<file path="src/shared/awc_pkg.sv">
// Package of opcode constants and operand-form types for the add-with-carry decoder.
package awc_pkg;
    // ==========================================================
    // Opcode bytes
    // ==========================================================
    localparam logic [7:0] AWC_OP_REG_FORMS = 8'h79;
    localparam logic [7:0] AWC_OP_RR_SHORT = 8'h89;
    localparam logic [7:0] AWC_OP_PREFIX = 8'h3C;
    localparam logic [7:0] AWC_OP_RR_LONG = 8'h89;
    // ==========================================================
    // Second-byte low-nibble operand-form codes
    // ==========================================================
    localparam logic [3:0] AWC_SUB_R_SA2 = 4'h0;
    localparam logic [3:0] AWC_SUB_R_SA1 = 4'h1;
    localparam logic [3:0] AWC_SUB_R_SFR = 4'h2;
    localparam logic [3:0] AWC_SUB_R_IMM = 4'h3;
    localparam logic [3:0] AWC_SUB_SA2_R = 4'h4;
    localparam logic [3:0] AWC_SUB_SA1_R = 4'h5;
    localparam logic [3:0] AWC_SUB_SFR_R = 4'h6;
    // ==========================================================
    // Byte positions and reset values
    // ==========================================================
    localparam logic [2:0] AWC_POS_FIRST = 3'h1;
    localparam logic [2:0] AWC_POS_LAST = 3'h7;
    localparam logic [7:0] AWC_RST_BYTE = 8'h00;
    localparam logic [3:0] AWC_RST_REG = 4'h0;

    // Operand forms handed to execute.
    typedef enum logic [3:0] {
        AWC_FORM_NONE = 4'b0000,
        AWC_FORM_R_IMM = 4'b0001,
        AWC_FORM_R_R = 4'b0010,
        AWC_FORM_R_SA2 = 4'b0011,
        AWC_FORM_R_SA1 = 4'b0100,
        AWC_FORM_SA2_R = 4'b0101,
        AWC_FORM_SA1_R = 4'b0110,
        AWC_FORM_R_SFR = 4'b0111,
        AWC_FORM_SFR_R = 4'b1000
    } awc_form_t;

    // Decoder sequencing states.
    typedef enum logic [2:0] {
        AWC_ST_IDLE = 3'b000,
        AWC_ST_REGB2 = 3'b001,
        AWC_ST_RRB2 = 3'b010,
        AWC_ST_PREB2 = 3'b011,
        AWC_ST_PRERR = 3'b100,
        AWC_ST_OPND = 3'b101,
        AWC_ST_SKIP = 3'b110
    } awc_state_t;
endpackage

</file>
<file path="src/logic/awc_decode.sv">
// Add-with-carry operand-form decoder fed by the fetch byte stream.
`timescale 1ns/1ps
module awc_decode
    import awc_pkg::*;
(
    input wire logic clk_sys, // Core clock, 40 MHz.
    input wire logic arst_n, // Asynchronous active-low reset.
    input wire logic fetch_valid, // Fetch byte is offered.
    input wire logic [7:0] fetch_byte, // Fetch byte value.
    input wire logic fetch_first, // Offered byte starts an instruction.
    output logic fetch_ready, // Decoder takes the byte.
    output logic dec_valid, // One-cycle pulse: decode result.
    output awc_form_t dec_form, // Decoded operand form.
    output logic [3:0] dest_register_field, // Destination register select.
    output logic [2:0] source_register_field, // Source register select.
    output logic [7:0] dec_operand, // Immediate or area offset.
    output logic [2:0] dec_length, // Instruction length in bytes.
    output logic add_with_carry_op, // Execute adds operands plus carry.
    output logic dec_undefined, // One-cycle pulse: undefined form.
    output logic dec_other // One-cycle pulse: first byte, or prefixed second byte, not handled here.
);
    awc_state_t state;
    awc_form_t pend_form;
    logic [3:0] pend_reg;
    logic [2:0] pos;
    logic take;

    // The decoder never stalls; every offered byte is consumed.
    assign fetch_ready = 1'b1;
    assign take = fetch_valid;

    // ==========================================================
    // Byte position counter
    // ==========================================================
    // Saturates at seven so an endless stream cannot wrap into a false byte one.
    always_ff @(posedge clk_sys or negedge arst_n) begin
        if (!arst_n) begin
            pos <= AWC_POS_FIRST;
        end else if (take && fetch_first) begin
            pos <= 3'h2;
        end else if (take && pos != AWC_POS_LAST) begin
            pos <= pos + 3'h1;
        end
    end

    // ==========================================================
    // Sequencer
    // ==========================================================
    // A first-byte marker always restarts decode, so a stray stream resynchronises.
    always_ff @(posedge clk_sys or negedge arst_n) begin
        if (!arst_n) begin
            state <= AWC_ST_IDLE;
            pend_form <= AWC_FORM_NONE;
            pend_reg <= AWC_RST_REG;
        end else if (take) begin
            if (fetch_first) begin
                case (fetch_byte)
                    AWC_OP_REG_FORMS: state <= AWC_ST_REGB2;
                    AWC_OP_RR_SHORT: state <= AWC_ST_RRB2;
                    AWC_OP_PREFIX: state <= AWC_ST_PREB2;
                    default: state <= AWC_ST_SKIP;
                endcase
            end else begin
                case (state)
                    AWC_ST_REGB2: begin
                        pend_reg <= fetch_byte[7:4];
                        case (fetch_byte[3:0])
                            AWC_SUB_R_IMM: pend_form <= AWC_FORM_R_IMM;
                            AWC_SUB_R_SA2: pend_form <= AWC_FORM_R_SA2;
                            AWC_SUB_R_SA1: pend_form <= AWC_FORM_R_SA1;
                            AWC_SUB_SA2_R: pend_form <= AWC_FORM_SA2_R;
                            AWC_SUB_SA1_R: pend_form <= AWC_FORM_SA1_R;
                            AWC_SUB_R_SFR: pend_form <= AWC_FORM_R_SFR;
                            AWC_SUB_SFR_R: pend_form <= AWC_FORM_SFR_R;
                            default: pend_form <= AWC_FORM_NONE;
                        endcase
                        state <= (fetch_byte[3:0] <= AWC_SUB_SFR_R) ? AWC_ST_OPND : AWC_ST_SKIP;
                    end
                    AWC_ST_PREB2: state <= (fetch_byte == AWC_OP_RR_LONG) ? AWC_ST_PRERR : AWC_ST_SKIP;
                    AWC_ST_RRB2: state <= AWC_ST_SKIP;
                    AWC_ST_PRERR: state <= AWC_ST_SKIP;
                    AWC_ST_OPND: state <= AWC_ST_SKIP;
                    AWC_ST_SKIP: state <= AWC_ST_SKIP;
                    default: state <= AWC_ST_SKIP;
                endcase
            end
        end
    end

    // ==========================================================
    // Result outputs
    // ==========================================================
    // Results are registered; fields hold until the next result overwrites them.
    always_ff @(posedge clk_sys or negedge arst_n) begin
        if (!arst_n) begin
            dec_valid <= 1'b0;
            dec_form <= AWC_FORM_NONE;
            dest_register_field <= AWC_RST_REG;
            source_register_field <= 3'h0;
            dec_operand <= AWC_RST_BYTE;
            dec_length <= 3'h0;
            add_with_carry_op <= 1'b0;
            dec_undefined <= 1'b0;
            dec_other <= 1'b0;
        end else begin
            dec_valid <= 1'b0;
            dec_undefined <= 1'b0;
            dec_other <= 1'b0;
            add_with_carry_op <= 1'b0;
            if (take && fetch_first) begin
                dec_other <= !(fetch_byte == AWC_OP_REG_FORMS || fetch_byte == AWC_OP_RR_SHORT ||
                    fetch_byte == AWC_OP_PREFIX);
            end else if (take) begin
                case (state)
                    AWC_ST_REGB2: begin
                        if (fetch_byte[3:0] > AWC_SUB_SFR_R) begin
                            dec_undefined <= 1'b1;
                        end
                    end
                    AWC_ST_PREB2: begin
                        if (fetch_byte != AWC_OP_RR_LONG) begin
                            dec_other <= 1'b1;
                        end
                    end
                    AWC_ST_RRB2, AWC_ST_PRERR: begin
                        dec_valid <= 1'b1;
                        add_with_carry_op <= 1'b1;
                        dec_form <= AWC_FORM_R_R;
                        dest_register_field <= fetch_byte[7:4];
                        source_register_field <= fetch_byte[2:0];
                        dec_undefined <= fetch_byte[3];
                        dec_length <= (state == AWC_ST_RRB2) ? 3'h2 : 3'h3;
                    end
                    AWC_ST_OPND: begin
                        dec_valid <= 1'b1;
                        add_with_carry_op <= 1'b1;
                        dec_form <= pend_form;
                        dest_register_field <= pend_reg;
                        source_register_field <= 3'h0;
                        dec_operand <= fetch_byte;
                        dec_length <= 3'h3;
                    end
                    default: begin
                    end
                endcase
            end
        end
    end

    // ==========================================================
    // Assertions
    // ==========================================================
    // Multi-byte properties follow a gap-free byte stream only; stalled streams are left to the bench scoreboard.
    AST_R2_IMM: assert property (@(posedge clk_sys) disable iff (!arst_n)
        (take && fetch_first && fetch_byte == 8'h79) ##1 (take && !fetch_first && fetch_byte[3:0] == 4'h3)
        ##1 (take && !fetch_first) |=> (dec_valid && dec_form == AWC_FORM_R_IMM && dec_operand == $past(fetch_byte)))
        else $error("register-immediate form not decoded");
    AST_R3_SHORT: assert property (@(posedge clk_sys) disable iff (!arst_n)
        (take && fetch_first && fetch_byte == 8'h89) ##1 (take && !fetch_first)
        |=> (dec_valid && dec_form == AWC_FORM_R_R && source_register_field == $past(fetch_byte[2:0])))
        else $error("short register pair not decoded");
    AST_R3_LONG: assert property (@(posedge clk_sys) disable iff (!arst_n)
        (take && fetch_first && fetch_byte == 8'h3C) ##1 (take && !fetch_first && fetch_byte == 8'h89)
        ##1 (take && !fetch_first) |=> (dec_valid && dec_length == 3'h3 && dec_form == AWC_FORM_R_R))
        else $error("prefixed register pair not decoded");
    AST_R4_SA2: assert property (@(posedge clk_sys) disable iff (!arst_n)
        (take && fetch_first && fetch_byte == 8'h79) ##1 (take && !fetch_first && fetch_byte[3:0] == 4'h0)
        ##1 (take && !fetch_first) |=> (dec_form == AWC_FORM_R_SA2 && dec_valid))
        else $error("register from area two not decoded");
    AST_R9_SFR: assert property (@(posedge clk_sys) disable iff (!arst_n)
        (take && fetch_first && fetch_byte == 8'h79) ##1 (take && !fetch_first && fetch_byte[3:0] == 4'h6)
        ##1 (take && !fetch_first) |=> (dec_form == AWC_FORM_SFR_R && dec_valid))
        else $error("special register destination not decoded");
    AST_R10_UNDEF: assert property (@(posedge clk_sys) disable iff (!arst_n)
        (take && fetch_first && fetch_byte == 8'h79) ##1 (take && !fetch_first && fetch_byte[3:0] > 4'h6)
        |=> (dec_undefined && !dec_valid) ##1 !dec_valid)
        else $error("undefined form not flagged");
    AST_R11_CARRY: assert property (@(posedge clk_sys) disable iff (!arst_n)
        dec_valid |-> add_with_carry_op)
        else $error("decoded form without add-with-carry");
    // The reported length must be the position of the byte that completed the decode.
    AST_R1_POS: assert property (@(posedge clk_sys) disable iff (!arst_n)
        dec_valid |-> (dec_length == $past(pos)))
        else $error("length differs from byte position");
    AST_R5_SA1: assert property (@(posedge clk_sys) disable iff (!arst_n)
        (take && fetch_first && fetch_byte == 8'h79) ##1 (take && !fetch_first && fetch_byte[3:0] == 4'h1)
        ##1 (take && !fetch_first)
        |=> (dec_valid && dec_form == AWC_FORM_R_SA1 && dec_operand == $past(fetch_byte)))
        else $error("register from area one not decoded");
    AST_R6_SA2R: assert property (@(posedge clk_sys) disable iff (!arst_n)
        (take && fetch_first && fetch_byte == 8'h79) ##1 (take && !fetch_first && fetch_byte[3:0] == 4'h4)
        ##1 (take && !fetch_first)
        |=> (dec_valid && dec_form == AWC_FORM_SA2_R && dec_operand == $past(fetch_byte)))
        else $error("area two destination not decoded");
    AST_R7_SA1R: assert property (@(posedge clk_sys) disable iff (!arst_n)
        (take && fetch_first && fetch_byte == 8'h79) ##1 (take && !fetch_first && fetch_byte[3:0] == 4'h5)
        ##1 (take && !fetch_first)
        |=> (dec_valid && dec_form == AWC_FORM_SA1_R && dec_operand == $past(fetch_byte)))
        else $error("area one destination not decoded");
    AST_R8_RSFR: assert property (@(posedge clk_sys) disable iff (!arst_n)
        (take && fetch_first && fetch_byte == 8'h79) ##1 (take && !fetch_first && fetch_byte[3:0] == 4'h2)
        ##1 (take && !fetch_first)
        |=> (dec_valid && dec_form == AWC_FORM_R_SFR && dec_operand == $past(fetch_byte)))
        else $error("special register source not decoded");
    AST_R1_FOREIGN: assert property (@(posedge clk_sys) disable iff (!arst_n)
        (take && fetch_first && fetch_byte != 8'h79 && fetch_byte != 8'h89 && fetch_byte != 8'h3C)
        |=> (dec_other && !dec_valid && !dec_undefined))
        else $error("foreign first byte not passed on");
    // Coverage of the main scenarios.
    COV_IMM: cover property (@(posedge clk_sys) disable iff (!arst_n) dec_valid && dec_form == AWC_FORM_R_IMM);
    COV_RR: cover property (@(posedge clk_sys) disable iff (!arst_n) dec_valid && dec_form == AWC_FORM_R_R);
    COV_UNDEF: cover property (@(posedge clk_sys) disable iff (!arst_n) dec_undefined);
    COV_SFR: cover property (@(posedge clk_sys) disable iff (!arst_n) dec_valid && dec_form == AWC_FORM_SFR_R);
    COV_OTHER: cover property (@(posedge clk_sys) disable iff (!arst_n) dec_other);
endmodule

</file>
<file path="config.mk">
export PLATFORM = sky130hd
export DESIGN_NAME = awc_decode
export DESIGN_NICKNAME = d
export VERILOG_FILES = /design/src/shared/awc_pkg.sv /design/src/logic/awc_decode.sv
export SDC_FILE = /design/constraint.sdc
export NUM_CORES = 1
export LEC_CHECK = 0
export BUFFER_PORTS_ARGS = -buffer_cell sky130_fd_sc_hd__clkbuf_2
export CAP_MARGIN = 20
export CORE_UTILIZATION = 43
export DETAILED_ROUTE_END_ITERATION = 7
export PLACE_DENSITY = 0.66
export SLEW_MARGIN = 20
export SYNTH_ARGS = -nofsm -noshare
export SYNTH_HDL_FRONTEND = slang
export SYNTH_SLANG_ARGS = --single-unit
</file>
<file path="constraint.sdc">
create_clock -name clk_sys -period 1.9 [get_ports clk_sys]
set_input_delay 0.57 -clock clk_sys [delete_from_list [all_inputs] [get_ports clk_sys]]
set_output_delay 0.57 -clock clk_sys [all_outputs]
set_load 0.02 [all_outputs]
</file>
==> impl_metrics.tcl, run 1 <==
set metrics [dict create \
    syn_avg_cell_area_um2 12.2 \
    p_per_area_nw_per_um2 815 \
    cts_buffers 5 \
    drive_gt1_share_pct 45.7 \
    clockBufferDepth 2 \
    critical_path.reg2reg.startpoint "state[1]" \
    dp.cells 224 \
    period_needed_ps 1680 \
    fin_setup_tns_ps 0 \
    overflow 0 \
    clk_pin_slew_worst_paths_ps 60 \
    p_sw_share_pct 23.9 \
    htreeDepth 2 \
    ys_seq_area_share_pct 51.1 \
    cts_tree "done" \
    synth_top_area_cell "dfrtp_1" \
    multi_input_area_um2 719 \
    synthTopCellsByArea "dfrtp_1, mux2_2, mux2i_1, o31ai_1, buf_4" \
    drc_errors 0 \
    rsz0062_at_grt "false" \
    internal_power_mw 1.28 \
    cts_sinks 35 \
    synth_top_area_share_pct 51.1 \
    postCtsHoldBufs 0 \
    status "finished clean" \
    synthesis.area_um2 1720 \
    core_area_um2 3740 \
    dieHeight_um 65.2 \
    critPathBufInv 0 \
    synth-seq-cells 35 \
    ctsRootBufferMaster "clkbuf_8" \
    cts_setup_buffers 0 \
    worstPathRequired_ps 2070 \
    cp-end-kind "flip-flop" \
    drt_first_iter_violations 44 \
    rr_endpoint "dest_register_field[3]" \
    peakVddDrop_v 0.000430 \
    regArea_um2 876 \
    postRouteAntennaNets 0 \
    top_register "dec_operand" \
    path_cells "or3b_4, a21oi_4, mux2_2" \
    dp_hpwl_um 2730 \
    fillers 342 \
    nets 195 \
    p_total_mw 1.69 \
    routed_wl_um 3600 \
    cp_slowest_cell "dfrtp_1" \
    placement.cell_area_um2 1950 \
    synthDistinctLibCells 43 \
    seqPwrFrac_pct 47.6 \
    grt_pass1_vias 1261 \
    crit_path_max_fanout 9 \
    antenna_found_initial 0 \
    p_sw_uw 403 \
    row_count 22 \
    pwr-share-clk_pct 40.2 \
    crit_family "flip-flops" \
    dieArea_um2 4250 \
    cts_resized 0 \
    hold_class "input pin to async pin" \
    largest_register_ff_count 8 \
    p_leak_nw 1.04 \
    grt_max_degree 36 \
    r2r_cells 3 \
    cp-start-kind "flip-flop" \
    vias_per_cell 5.21 \
    maxClockFrequency_mhz 594 \
    fin_area_um2 2070 \
    path_class "flip-flop to flip-flop" \
    hold_viol 0 \
    grt_pass1_wl_um 6000 \
    pwr-share-comb_pct 12.2 \
    num_antenna_cells 0 \
    finalNonFillerCells 232 \
    clk_latency_ps 290 \
    start_util_pct 45.8 \
    slowest_delay_ps 480 \
    ys_warn_count 0 \
    via_count 1209 \
    finalMaxSlewViolations 0 \
    portBuffers 36 \
    timing.final.crit_share_pct 88.6 \
    wl_per_cell_um 15.5 \
    gp_congestion 0.889 \
    clock_skew_ps 5.75 \
    maxCapViolations 0 \
    setup_viol 0 \
    synth.net_count 153 \
    arrival_ps 1850 \
    reg2reg_slack_ps 220 \
    syn_inst 141 \
    syn_to_final_growth_pct 20.6 \
    dieWidth_um 65.2 \
    grt_use_total_pct 19.3 \
    num_io_pins 39 \
    dr.pass1.iters 4 \
]
## kinds of logic after synthesis
logic type	synth area share, %
multiplexers	16.3
XOR/XNOR	1.02
AND/OR/NAND/NOR	14.4
flip-flops	51.1
other	0.438
buffers and inverters	7.00
AO/OA/AOI/OAI	9.70
## power by group through the flow
stage / combinational, mW / sequential, mW / clock, mW
4_1_cts: 0.209 / 0.803 / 0.697
2_1_floorplan: 0.0727 / 0.861 / 0
3_5_place_dp: 0.209 / 0.817 / 0
6_report: 0.206 / 0.802 / 0.678
3_3_place_gp: 0.205 / 0.814 / 0
5_1_grt: 0.225 / 0.806 / 0.729
## layout by cell type (no fill, tap or decap), types with 2 or more instances in the layout
cell type,netlist,layout
clkbuf_2,0,36
dfrtp_1,35,35
mux2_2,20,20
buf_4,4,12
inv_1,7,7
clkbuf_8,0,6
nor2_1,5,5
o31ai_1,5,5
o21ai_0,4,4
mux2i_1,4,4
nand2_1,4,4
nand2b_1,3,3
nor2b_1,3,3
o2bb2ai_1,3,3
a21oi_1,3,3
or2_2,3,3
nand4b_1,2,2
nor4b_1,2,2
xor2_1,2,2
conb_1,2,2
## layer usage
metal / vias up / part of all wire [%] / track usage [%]
met5: - / 0 / 0
met4: 0 / 1.1 / 5.71
met3: 4 / 5.5 / 5.56
met2: 38 / 50 / 31.6
met1: 593 / 43 / 24.6
li1: 574 / - / -
## Yosys cell counts
cell       instances
buf_4              4
buf_8              1
a2bb2oi_1          1
or3b_1             1
nand4bb_4          1
a21oi_4            1
and2_1             1
buf_6              2
and3b_1            1
nand4_1            1
nand3b_1           1
or3b_4             1
o41ai_1            1
a211o_1            1
mux2_4             1
a211oi_1           1
o2bb2ai_1          3
nor4b_1            2
nor3b_1            1
a21oi_1            3
or2_2              3
clkbuf_1           3
mux2i_1            4
nand3_1            1
o31ai_1            5
nand2b_1           3
inv_1              7
nor2b_1            3
nor3_1             1
and4b_1            1
buf_2              3
conb_1             2
mux2_2            20
o21ai_0            4
nand4b_1           2
nand2_1            4
dfrtp_1           35
nand3b_2           1
nor2_1             5
a221oi_1           1
xor2_1             2
or2b_1             1
a311oi_1           1
## worst register-to-register path, cell delays in order, from the launching register on
cell and delay (ps):
dfrtp_1 480, or3b_4 430, a21oi_4 280, mux2_2 380
## cell type report
cell class | count | share of cell area, %
Timing Repair Buffer | 48 | 13.1
Multi-Input combinational cell | 86 | 34.8
Tap cell | 48 | 2.90
Sequential cell | 35 | 42.3
Clock inverter | 2 | 1.69
Inverter | 7 | 1.27
Clock buffer | 6 | 3.99
## stage by stage
stage | utilization [%] | hold WS, ps | setup WS [ps]
detailed placement | 52.1 | 475 | 54.1
global placement | 52.1 | 452 | 100
floorplan | - | 274 | 232
global route | 55.3 | 354 | 159
CTS | 55.3 | 323 | 243
finish | 55.3 | 308 | 217
## worst max path at each step
| stage | start | endpoint | slack (ps) | cells past startpoint |
|---|---|---|---|---|
| floorplan | fetch_byte[0] | state[2] | 230 | 4 |
| global placement | fetch_byte[2] | state[2] | 100 | 4 |
| detailed placement | fetch_first | pend_form[3] | 50 | 4 |
| CTS | state[1] | dest_register_field[1] | 240 | 3 |
| global route | state[1] | dest_register_field[0] | 160 | 3 |
| finish | state[1] | dest_register_field[3] | 220 | 3 |
(Power assumes the default switching activity.)
==> run 2, diff against run 1 <==
- CTS_CLUSTER_DIAMETER: not set -> 100
- MAX_ROUTING_LAYER: not set -> met4
- PLACE_DENSITY: 0.66 -> 0.68
- clock period: 1.9 -> 1.36 ns (I/O delays scaled with it)
==> run 2 against run 1 <==
  * The run now ends with setup timing left
  * Clock power rose by 25%
  * Register-to-register slack got worse by 370 ps
  * Fmax up 12%
  * Non-clock buffer count is 14 higher
  * Count of clock-buffer cells in the layout increased by 2
  * Largest power group unchanged
  * Power is 36% higher
  * Utilization is 5.3 points higher
  * Combinational power grew 55%
  * Cell area rose by 9.7%
  * Worst hold slack got worse by 240 ps
  * Die area did not move
  * Critical path type unchanged
==> impl_metrics.tcl, run 2 (synthesis gave the netlist of run 1 again) <==
set metrics [dict create \
    syn_to_final_growth_pct 32.3 \
    rsz0062_at_grt "true" \
    clock_skew_ps 5.78 \
    p_leak_nw 1.13 \
    ctsRootBufferMaster "clkbuf_8" \
    maxClockFrequency_mhz 663 \
    dp.cells 235 \
    grt_use_total_pct 20.9 \
    p_total_mw 2.29 \
    peakVddDrop_v 0.000732 \
    cts_tree "done" \
    timing.final.crit_share_pct 111 \
    arrival_ps 1690 \
    num_antenna_cells 0 \
    grt_pass1_wl_um 6240 \
    overflow 0 \
    clk_pin_slew_worst_paths_ps 70 \
    portBuffers 36 \
    crit_path_max_fanout 6 \
    grt_pass1_vias 1297 \
    dp_hpwl_um 2680 \
    dieArea_um2 4250 \
    dieHeight_um 65.2 \
    violations "setup timing" \
    finalNonFillerCells 246 \
    fin_util_pct 60.6 \
    worstPathRequired_ps 1540 \
    top_register "dec_operand" \
    clockBufferDepth 2 \
    drc_errors 0 \
    final_common_cell "clkbuf_2" \
    start_util_pct 45.8 \
    wl_per_cell_um 15.8 \
    status "finished, violations left" \
    dr.pass1.iters 4 \
    maxCapViolations 0 \
    postCtsHoldBufs 0 \
    vias_per_cell 5.20 \
    finalMaxSlewViolations 0 \
    drive_gt1_share_pct 52.5 \
    row_count 22 \
    placement.cell_area_um2 2060 \
    dieWidth_um 65.2 \
    clk_latency_ps 300 \
    setup_ws_ps -148 \
    grt_max_degree 36 \
    whs_ps 69.2 \
    postRouteAntennaNets 0 \
    routed_wl_um 3880 \
    cts_sinks 35 \
    htreeDepth 2 \
    fin_setup_tns_ps -1860 \
    cp-start-kind "flip-flop" \
    nets 209 \
    setup_viol 24 \
    via_count 1280 \
    path_class "flip-flop to flip-flop" \
    p_per_area_nw_per_um2 1010 \
    hold_viol 0 \
    num_io_pins 39 \
    period_needed_ps 1510 \
    gp_congestion 0.869 \
    core_area_um2 3740 \
    final_cell_mix "clkbuf_2, dfrtp_1, buf_4" \
    largest_register_ff_count 8 \
    antenna_found_initial 0 \
    dp_slack_ps -205 \
    drt_first_iter_violations 63 \
    fin_area_um2 2270 \
    cp-end-kind "flip-flop" \
    cts_buffers 5 \
    hold_class "input pin to async pin" \
]
## run 2: layer usage
metal / vias up / wire (um) / GRT usage, %
met3: 6 / 152 / 6.77
met4: 0 / 57 / 8.15
met1: 636 / 1770 / 23.6
met5: - / 0 / -
met2: 33 / 1900 / 34.3
li1: 605 / - / -
## run 2: cell type report
| type | count | area [um^2] |
|---|---|---|
| fill | 317 | 1470 |
| tap | 48 | 60.1 |
| clock buffer | 8 | 100 |
| inverter | 7 | 26.3 |
| timing repair buffer | 62 | 419 |
| multi-input combinational | 86 | 788 |
| sequential | 35 | 876 |
## run 2: what timing repair did
| action | CTS | global route |
|---|---|---|
| cloned | 0 | 1 |
| setup endpoints to repair | 32 | 32 |
| pin swaps | 3 | 4 |
| resized for setup | 8 | 10 |
| buffers inserted | 1 | 1 |
## run 2: path summary, 6_finish.rpt
check | startpoint | endpoint | slack, ps | cells after the start
max in group asynchronous | arst_n | pend_form[1] | 1110 | 2
max reg2reg | state[1] | dest_register_field[3] | -150 | 4
max | state[1] | dest_register_field[3] | -150 | 4
min | arst_n | dec_form[0] | 70 | 2
min in group clk_sys | fetch_byte[1] | source_register_field[1] | 420 | 3
min reg2reg | dec_length[1] | dec_length[1] | 470 | 1
## run 2: where the power goes
part	internal, mW	switching [mW]
logic	0.131	0.189
registers	1.09	0.0279
clock network	0.462	0.384
total	1.69	0.601
## run 2: critical path, cell delays in order, from the launching register on
cell,delay [ps]
dfrtp_1,400
or3b_4,410
a21oi_4,150
buf_12,140
mux2_4,300
==> run 3, diff against run 2 <==
- CORE_MARGIN: not set -> 4
- REMOVE_ABC_BUFFERS: not set -> 1
==> run 3 against run 2 <==
  * The flow still finishes with violations (setup timing)
  * Routed wire length is 6.6% higher
  * Register-to-register slack worse by 50 ps
  * Critical path depth stayed put
  * Highest routed layer unchanged
==> impl_metrics.tcl, run 3 (synthesis gave the netlist of run 1 again) <==
set metrics [dict create \
    cp-startpoint "state[1]" \
    clock_skew_ps 2.12 \
    status "finished, violations left" \
    p_leak_nw 1.20 \
    via_count 1352 \
    p_total_mw 2.28 \
    cts_buffers 5 \
    fin_util_pct 62.1 \
    fin_area_um2 2340 \
    rsz0062_at_grt "true" \
    syn_to_final_growth_pct 36.5 \
    num_antenna_cells 0 \
    rr_endpoint "dest_register_field[0]" \
    cts_sinks 35 \
    maxCapViolations 0 \
    final_cell_mix "clkbuf_2, dfrtp_1, buf_4" \
    grt_pass1_wl_um 6940 \
    r2r_cells 4 \
    setup_ws_ps -194 \
    violations "setup timing" \
    setup_viol 30 \
    num_io_pins 39 \
    finalMaxSlewViolations 0 \
    fillers 302 \
    top_register "dec_operand" \
    drive_gt1_share_pct 54.1 \
    postRouteAntennaNets 0 \
    placement.cell_area_um2 2100 \
    antenna_found_initial 0 \
    dp_hpwl_um 2970 \
    maxClockFrequency_mhz 644 \
    critical_path.reg2reg.startpoint "state[1]" \
    reg2reg_slack_ps -190 \
    grt_use_total_pct 17.9 \
    drt_first_iter_violations 76 \
    vias_per_cell 5.30 \
    start_util_pct 45.5 \
    timing.final.crit_share_pct 114 \
    clockBufferDepth 2 \
    period_needed_ps 1550 \
    cp-start-kind "flip-flop" \
    cp-end-kind "flip-flop" \
    clk_pin_slew_worst_paths_ps 70 \
    nets 218 \
    hold_class "input pin to async pin" \
    overflow 0 \
    drc_errors 0 \
    final_common_cell "clkbuf_2" \
    portBuffers 36 \
    routed_wl_um 4140 \
    finalNonFillerCells 255 \
    clk_latency_ps 290 \
    postCtsHoldBufs 0 \
    dieWidth_um 71.2 \
    largest_register_ff_count 8 \
    core_area_um2 3770 \
    path_class "flip-flop to flip-flop" \
    wl_per_cell_um 16.2 \
    worstPathRequired_ps 1530 \
    peakVddDrop_v 0.000707 \
    arrival_ps 1720 \
    htreeDepth 2 \
    grt_pass1_vias 1454 \
    dieHeight_um 71.2 \
    row_count 22 \
    cts_tree "done" \
    dr.pass1.iters 4 \
    ctsRootBufferMaster "clkbuf_8" \
    crit_path_max_fanout 4 \
    dieArea_um2 5060 \
    gp_congestion 0.859 \
    dp.cells 242 \
    grt_max_degree 24 \
    hold_viol 0 \
    dp_slack_ps -218 \
    p_per_area_nw_per_um2 972 \
]
-- run 3: worst max-delay path by stage --
| stage | slack (ps) | cells past startpoint | to |
|---|---|---|---|
| floorplan | -420 | 3 | dec_operand[0] |
| global placement | -180 | 4 | source_register_field[2] |
| detailed placement | -220 | 4 | pend_form[3] |
| CTS | -190 | 4 | dest_register_field[0] |
| global route | -220 | 5 | source_register_field[2] |
| finish | -190 | 4 | dest_register_field[0] |
-- run 3: cell type report --
type,instances,area (um^2),area share [%]
clock buffer,8,100,4.27
inverter,7,26.3,1.12
multi-input combinational,86,800,34.1
sequential,35,876,37.4
tap,48,60.1,2.56
timing repair buffer,71,480,20.5
-- run 3: where the power goes --
part           total, mW  internal, mW  switching, mW
Clock              0.822         0.462          0.360
Sequential          1.12          1.09         0.0271
Combinational      0.336         0.139          0.197
-- run 3: critical path, cell delays in order (launching register included) --
cell and delay, ps:
dfrtp_1 410, or3b_4 420, a21oi_4 170, buf_4 150
mux2_4 290
-- run 3: metrics by stage --
step	TNS (ps)	hold WS, ps
after floorplan	-6200	112
after global placement	-4510	325
after detailed placement	-5240	337
after CTS	-2650	24.3
after global routing	-5080	36.8
final	-3300	17.0
-- run 3: layer usage --
layer  track usage (%)  vias to the layer above  wire length, um
li1                  -                      620                -
met1              21.2                      677             1730
met2              29.2                       44             2120
met3              4.69                       11              207
met4              6.68                        0               84
met5                 -                        -                0
-- run 3: what timing repair did --
action	4_1_cts	5_1_grt
gates resized for setup	11	8
pin swaps	1	3
gates cloned	1	0
setup buffers	2	2
endpoints found under the setup margin	31	31
